[config.mk]
export PLATFORM = sky130hd
export DESIGN_NAME = mau_top
export DESIGN_NICKNAME = d
export VERILOG_FILES = /design/src/mau_pkg.sv /design/src/mau_buf.sv /design/src/mau_top.sv
export SDC_FILE = /design/constraint.sdc
export NUM_CORES = 2
export LEC_CHECK = 0
export BUFFER_PORTS_ARGS = -buffer_cell sky130_fd_sc_hd__buf_4
export CAP_MARGIN = 30
export CELL_PAD_IN_SITES_DETAIL_PLACEMENT = 0
export CELL_PAD_IN_SITES_GLOBAL_PLACEMENT = 1
export CORE_ASPECT_RATIO = 1.5
export CORE_MARGIN = 2
export CORE_UTILIZATION = 50
export CTS_CLUSTER_SIZE = 8
export DETAILED_ROUTE_END_ITERATION = 8
export PLACE_DENSITY_LB_ADDON = 0.1
export SYNTH_ARGS = -nofsm -noshare
export SYNTH_HDL_FRONTEND = slang
export SYNTH_SLANG_ARGS = --single-unit
export TNS_END_PERCENT = 50
[constraint.sdc]
create_clock -name clk -period 14.75 [get_ports clk]
set_input_delay 1.475 -clock clk [delete_from_list [all_inputs] [get_ports clk]]
set_output_delay 1.475 -clock clk [all_outputs]
set_load 0.01 [all_outputs]
[src/mau_pkg.sv]
// mau_pkg: widths and reset values shared by the multiply-accumulate unit.
// assumes: included into compile before any mau module.
package mau_pkg;
  // ----------------------------------------
  // widths
  // ----------------------------------------
  localparam int OP_W = 18;
  localparam int PROD_W = 2 * OP_W;
  localparam int ACC_W = 52;
  localparam int OUT_W = ACC_W + 1;
  // ----------------------------------------
  // reset values
  // ----------------------------------------
  localparam logic [OP_W-1:0] OP_RST = 18'h0;
  localparam logic [PROD_W-1:0] PROD_RST = 36'h0;
  localparam logic [ACC_W-1:0] ACC_RST = 52'h0;
  localparam logic [OUT_W-1:0] OUT_RST = 53'h0;
  localparam logic [1:0] CNT_EMPTY = 2'h0;
  localparam logic [1:0] CNT_ONE = 2'h1;
  localparam logic [1:0] CNT_FULL = 2'h2;
endpackage : mau_pkg

[src/mau_buf.sv]
// mau_buf: two-entry buffer with valid/ready on both sides.
// assumes: single clock, outputs all registered, head entry is the output.
`timescale 1ns/1ns
`default_nettype none
module mau_buf
(
  input wire logic clk,
  input wire logic arst_n,
  input wire logic in_valid,
  output var logic in_ready,
  input wire logic [mau_pkg::OUT_W-1:0] in_data,
  output var logic out_valid,
  input wire logic out_ready,
  output var logic [mau_pkg::OUT_W-1:0] out_data
);
  logic [1:0] cnt_q, cnt_d;
  logic [mau_pkg::OUT_W-1:0] head_q, head_d, tail_q, tail_d;
  logic rdy_q, rdy_d;
  logic push, pop;

  always_comb
  begin
    push = in_valid && rdy_q;
    pop = out_ready && (cnt_q != mau_pkg::CNT_EMPTY);
    head_d = head_q;
    tail_d = tail_q;
    cnt_d = cnt_q;
    if (pop)
    begin
      head_d = tail_q;
    end
    if (push)
    begin
      // lands in head when head is free after this cycle's pop
      if ((cnt_q == mau_pkg::CNT_EMPTY) || ((cnt_q == mau_pkg::CNT_ONE) && pop))
      begin
        head_d = in_data;
      end
      else
      begin
        tail_d = in_data;
      end
    end
    if (push && !pop)
    begin
      cnt_d = cnt_q + 2'h1;
    end
    else if (pop && !push)
    begin
      cnt_d = cnt_q - 2'h1;
    end
    // ready registered: honest not-full for the next cycle
    rdy_d = (cnt_d != mau_pkg::CNT_FULL);
  end

  always_ff @(posedge clk or negedge arst_n)
  begin
    if (!arst_n)
    begin
      cnt_q <= mau_pkg::CNT_EMPTY;
      head_q <= mau_pkg::OUT_RST;
      tail_q <= mau_pkg::OUT_RST;
      rdy_q <= 1'b1;
      out_valid <= 1'b0;
    end
    else
    begin
      cnt_q <= cnt_d;
      head_q <= head_d;
      tail_q <= tail_d;
      rdy_q <= rdy_d;
      out_valid <= (cnt_d != mau_pkg::CNT_EMPTY);
    end
  end

  assign in_ready = rdy_q;
  assign out_data = head_q;
endmodule : mau_buf
`default_nettype wire

[src/mau_top.sv]
// mau_top: multiply-accumulate unit with optional input and product stages.
// assumes: operands, controls and configuration come from logic on clk;
// stage enables are changed only while the pipe is empty.
//
// Overview of operation
// RULE1: new total is old total plus A times B
// RULE2: current total is shown on result output
// RULE3: input and product stages optional, else combinational
// RULE4: output register is always in the path
// RULE5: output register total feeds next addition
// RULE6: load input restarts total from load value
// RULE7: overflow flag comes from a register
// RULE8: overflow on signed total not fitting width
`timescale 1ns/1ns
`default_nettype none
module mau_top
(
  input wire logic clk,
  input wire logic arst_n,
  input wire logic in_reg_en,
  input wire logic pipe_reg_en,
  input wire logic in_valid,
  output var logic in_ready,
  input wire logic [mau_pkg::OP_W-1:0] op_a,
  input wire logic [mau_pkg::OP_W-1:0] op_b,
  input wire logic load,
  input wire logic [mau_pkg::ACC_W-1:0] load_val,
  output var logic [mau_pkg::ACC_W-1:0] result,
  output var logic overflow,
  output var logic out_valid,
  input wire logic out_ready,
  output var logic [mau_pkg::OUT_W-1:0] out_data
);
  // ----------------------------------------
  // stage 1: optional operand registers
  // ----------------------------------------
  logic adv;
  logic v1_q, v1_d, ld1_q, ld1_d;
  logic [mau_pkg::OP_W-1:0] a1_q, a1_d, b1_q, b1_d;
  logic [mau_pkg::ACC_W-1:0] lv1_q, lv1_d;
  logic v_s1, ld_s1;
  logic [mau_pkg::OP_W-1:0] a_s1, b_s1;
  logic [mau_pkg::ACC_W-1:0] lv_s1;
  logic signed [mau_pkg::PROD_W-1:0] prod_s1;

  // the whole pipe stalls on a full buffer, so no word in flight is lost
  always_comb
  begin
    v1_d = v1_q;
    ld1_d = ld1_q;
    a1_d = a1_q;
    b1_d = b1_q;
    lv1_d = lv1_q;
    if (adv)
    begin
      v1_d = in_valid;
      ld1_d = load;
      a1_d = op_a;
      b1_d = op_b;
      lv1_d = load_val;
    end
  end

  always_ff @(posedge clk or negedge arst_n)
  begin
    if (!arst_n)
    begin
      v1_q <= 1'b0;
      ld1_q <= 1'b0;
      a1_q <= mau_pkg::OP_RST;
      b1_q <= mau_pkg::OP_RST;
      lv1_q <= mau_pkg::ACC_RST;
    end
    else
    begin
      v1_q <= v1_d;
      ld1_q <= ld1_d;
      a1_q <= a1_d;
      b1_q <= b1_d;
      lv1_q <= lv1_d;
    end
  end

  always_comb
  begin
    // a disabled stage passes its input straight on
    v_s1 = in_reg_en ? v1_q : in_valid; // RULE3
    ld_s1 = in_reg_en ? ld1_q : load;
    a_s1 = in_reg_en ? a1_q : op_a;
    b_s1 = in_reg_en ? b1_q : op_b;
    lv_s1 = in_reg_en ? lv1_q : load_val;
    prod_s1 = $signed(a_s1) * $signed(b_s1); // RULE1
  end

  // ----------------------------------------
  // stage 2: optional product register
  // ----------------------------------------
  logic v2_q, v2_d, ld2_q, ld2_d;
  logic [mau_pkg::PROD_W-1:0] p2_q, p2_d;
  logic [mau_pkg::ACC_W-1:0] lv2_q, lv2_d;
  logic v_s2, ld_s2;
  logic [mau_pkg::PROD_W-1:0] p_s2;
  logic [mau_pkg::ACC_W-1:0] lv_s2;

  always_comb
  begin
    v2_d = v2_q;
    ld2_d = ld2_q;
    p2_d = p2_q;
    lv2_d = lv2_q;
    if (adv)
    begin
      v2_d = v_s1;
      ld2_d = ld_s1;
      p2_d = prod_s1;
      lv2_d = lv_s1;
    end
  end

  always_ff @(posedge clk or negedge arst_n)
  begin
    if (!arst_n)
    begin
      v2_q <= 1'b0;
      ld2_q <= 1'b0;
      p2_q <= mau_pkg::PROD_RST;
      lv2_q <= mau_pkg::ACC_RST;
    end
    else
    begin
      v2_q <= v2_d;
      ld2_q <= ld2_d;
      p2_q <= p2_d;
      lv2_q <= lv2_d;
    end
  end

  always_comb
  begin
    v_s2 = pipe_reg_en ? v2_q : v_s1; // RULE3
    ld_s2 = pipe_reg_en ? ld2_q : ld_s1;
    p_s2 = pipe_reg_en ? p2_q : prod_s1;
    lv_s2 = pipe_reg_en ? lv2_q : lv_s1;
  end

  // ----------------------------------------
  // accumulator: output register, never bypassed
  // ----------------------------------------
  logic fire;
  logic [mau_pkg::ACC_W-1:0] acc_q, acc_d, addend, prod_ext, sum;
  logic ovf_q, ovf_d, ovf_now;
  logic buf_ready;

  always_comb
  begin
    adv = buf_ready;
    fire = v_s2 && adv;
    prod_ext = mau_pkg::ACC_W'($signed(p_s2));
    // load starts a new sequence from the load value, else feed back the total
    addend = ld_s2 ? lv_s2 : acc_q; // RULE5 RULE6
    sum = addend + prod_ext; // RULE1
    // signed overflow: like-signed addends give an unlike-signed sum
    ovf_now = (addend[mau_pkg::ACC_W-1] == prod_ext[mau_pkg::ACC_W-1]) &&
              (sum[mau_pkg::ACC_W-1] != addend[mau_pkg::ACC_W-1]); // RULE8
    acc_d = fire ? sum : acc_q; // RULE4
    ovf_d = fire ? ovf_now : ovf_q; // RULE7
  end

  always_ff @(posedge clk or negedge arst_n)
  begin
    if (!arst_n)
    begin
      acc_q <= mau_pkg::ACC_RST;
      ovf_q <= 1'b0;
    end
    else
    begin
      acc_q <= acc_d;
      ovf_q <= ovf_d;
    end
  end

  assign result = acc_q; // RULE2
  assign overflow = ovf_q; // RULE7

  // ----------------------------------------
  // result stream; buffer entry is written from the registered total
  // ----------------------------------------
  logic push_q, push_d;

  always_comb
  begin
    // a push is pending until the buffer, which froze the pipe, takes it
    push_d = fire || (push_q && !buf_ready);
  end

  always_ff @(posedge clk or negedge arst_n)
  begin
    if (!arst_n)
    begin
      push_q <= 1'b0;
    end
    else
    begin
      push_q <= push_d;
    end
  end

  mau_buf u_buf
  (
    .clk(clk),
    .arst_n(arst_n),
    .in_valid(push_q),
    .in_ready(buf_ready),
    .in_data({ovf_q, acc_q}),
    .out_valid(out_valid),
    .out_ready(out_ready),
    .out_data(out_data)
  );

  assign in_ready = buf_ready;
endmodule : mau_top
`default_nettype wire

==> results list <==
- Total standard cell area after synthesis: 29800 um^2
* Slew at the pin closest to its max-slew limit: 1.06 ns
- P&R area growth vs syn: 12.6%
* Post-CTS setup buffer count: 0
* Asr flop ratio synth: 1.00
- Fraction of final layout cells sized beyond drive strength 1: 0.157
* Grt ovf: 0
- Max-slew violations: 0
- Input and output buffers added on the ports amount to 202.
* Setup TNS Final: 0 ns
- Number of max-capacitance violations reported: 0
- Worst-path maximum fanout: 54
- Number of buffer and inverter instances along the worst setup path: 8
- DR WL/cell: 20.9 um
* Die Wd: 203 um
- Clock-pin slew was measured on the worst setup and hold paths at 0.05 ns.
- Share of the clock period used by the worst path after layout: 0.765
* Final antenna-violating net count: 0
- Number of library cell types mapped by synthesis: 58
- Count leader, synth: nand2_1
* Total number of vias: 22.3k
- The first global-routing pass estimated 134000 um of wire.
- Num ports: 203
- Maximum clock insertion buffer count: 3
- Buffer type at the clock tree root: clkbuf_16
- Summed over all nets, the half-perimeter wirelength after detailed placement is 68400 um.
- Share of Yosys cell area claimed by the top area cell type: 0.288
- Worst-case reg-to-reg path depth: 34
- Clock tree sinks: 344
* Pin count of the biggest net entering global routing: 139
- Largest delay contributor family on the critical path: adder cells
- For the worst setup path, the data arrival time is 11.72 ns.
- When the netlist entered floorplanning its net count stood at 3698.
- Reg-to-reg critical path endpoint: result[49]
- TritonCTS built the clock tree.
* Number of iterations in the first detailed-routing pass: 5
- The critical path ends at result[49].
- Path length in cells of the critical path: 36
- Cell type with the largest total area after synthesis: dfrtp_1
* Period minus WS final: 11.29 ns
- Of the synthesized area, sequential elements account for 0.289.
- Flops & latches, synth: 344
- Tightest slew margin relative to the limit: 0.276
- Setup Viol. Count Final: 0
- Count of H-tree levels built during CTS: 2
- Hold buffers post-CTS: 0
* Row Count: 109
* Final net count: 3862
- The flow ran to the end, and the final reports show no timing, DRC or antenna violations.
* Largest cells by area after synthesis: dfrtp_1 29%, fa_1 22%, mux2_2 7.3%
- Worst reg-to-reg setup slack: 4.79 ns
- Overall routing resource usage: 0.284
- For this run, the leading register cell type out of synthesis is dfrtp_1.
* Peak clock frequency supported by timing: 88.6 MHz
- Vias in the first global route: 23.8k
- The startpoint identified for the worst register-to-register timing path is a1_q[17].
* Critical path required time: 15.18 ns
- A synthesized cell averages 9.52 um^2.
- The number of antenna violations at the first check in global routing was 0.
- Kind of launch point of the worst setup path: primary input
* Floorplan Core Area: 58900 um^2
- For this design, the slowest cell found on the critical path is buf_4.
* Launch point of the critical path: in_reg_en
- STA classifies the critical path endpoint as a flip-flop.
- Cells after synthesis: 3127
- During synthesis, Yosys emitted a total of 0 warnings.
- Between clock sinks in the finished design, the worst skew comes to 0.0313 ns.
- The worst setup path is of the primary input to flip-flop kind.
- RSZ-0062 raised after global routing: no
- Counting the buffers created by CTS gives 50.
- Yosys mapped a number of flops with a built-in enable equal to 0.
* Starting utilization of the core area: 0.505
- The clock reaches the later pin of the worst-skew pair after 0.60 ns.
- Ant. Diodes: 0
- Height of the die: 303 um
- The hold violation count in the final report is 0.
- Detailed-route wire length: 85100 um
- Initial DRC Count: 1068
* Placer Congestion: 0.927
- DRC viols: 0
* Worst Hold Class: flip-flop to flip-flop
* Number of cells upsized or downsized after cts: 0
- Leading cell types by count after synthesis: 420 x nand2_1, 404 x inv_1, 343 x dfrtp_1
* Highest cell delay on the worst timing path: 0.67 ns
- Total Die Area: 61500 um^2
- After detailed routing, the number of vias per cell comes to 5.46.
[logic make-up after synthesis]
| group | synth area share |
|---|---|
| adder cells (fa/ha/maj) | 0.283 |
| AO/OA/AOI/OAI | 0.106 |
| flip-flops | 0.289 |
| multiplexers | 0.120 |
| AND/OR/NAND/NOR | 0.107 |
| XOR/XNOR | 0.0262 |
| buffers and inverters | 0.0683 |
[sequential cells by signal (all words and copies together), names as in the netlist, named ones only]
signal           cells
u_buf.tail_q        53
lv1_q               52
u_buf.out_data      53
p2_q                36
result              52
u_buf.cnt_q          2
overflow             1
lv2_q               52
u_buf.in_ready       1
a1_q                18
ld2_q                1
v1_q                 1
v2_q                 1
b1_q                18
ld1_q                1
u_buf.out_valid      1
[tightest hold or removal path: cells and delay by family, from the launching register on]
kind             cells  cell delay, ns
flip-flops           1            0.34
AO/OA/AOI/OAI        1            0.06
AND/OR/NAND/NOR      1            0.04
[how the worst min path moves through the flow]
stage | cells after the start | endpoint | startpoint | slack, ns
floorplan | 1 | p2_q[0] | p2_q[0] | 0.45
global placement | 2 | p2_q[23] | p2_q[23] | 0.46
detailed placement | 2 | p2_q[16] | p2_q[16] | 0.47
CTS | 2 | p2_q[25] | p2_q[25] | 0.48
global route | 2 | p2_q[34] | p2_q[34] | 0.50
finish | 2 | p2_q[12] | p2_q[12] | 0.48
[layout make-up]
| cell class | count | area, um^2 |
|---|---|---|
| fillers | 5299 | 25400 |
| multi-input cells | 2244 | 19200 |
| flip-flops and latches | 344 | 8610 |
| repair buffers | 247 | 1900 |
| inverters | 404 | 1520 |
| clock buffers | 55 | 1280 |
| well taps | 777 | 972 |
| clock inverters | 5 | 75.1 |
[through the flow]
stage | hold slack (ns) | cells | worst slack [ns] | cell area [um^2] | util
final | 0.477 | 4076 | 3.46 | 33500 | 0.569
after global routing | 0.499 | 4076 | 2.72 | 33500 | 0.569
after CTS | 0.482 | 4075 | 3.38 | 33500 | 0.568
after detailed placement | 0.471 | 4015 | 2.77 | 32100 | 0.545
after global placement | 0.463 | 4013 | 2.98 | 32100 | 0.545
after floorplan | 0.449 | 3127 | 3.87 | 29800 | -
[per-layer routing]
metal / share of wire / vias to the layer above / track usage
met5: 0 / - / 0
met4: 0.051 / 0 / 0.130
met3: 0.034 / 182 / 0.0274
met2: 0.52 / 532 / 0.528
met1: 0.39 / 11100 / 0.329
li1: - / 10400 / -
[layout by cell type (no fill, tap or decap), types with 13 or more instances in the layout]
master	instances
a21o_1	43
a21oi_1	179
a31oi_1	15
buf_4	242
clkbuf_16	50
dfrtp_1	343
fa_1	330
ha_1	146
inv_1	404
mux2_2	194
mux2i_1	136
nand2_1	420
nand2b_1	16
nand3_1	13
nor2_1	286
o21ai_0	221
o21ai_1	20
xnor2_1	56
xor2_1	33
Power is not shown: default switching activity piles up to over one toggle a cycle in this logic, so the estimate is an artifact.
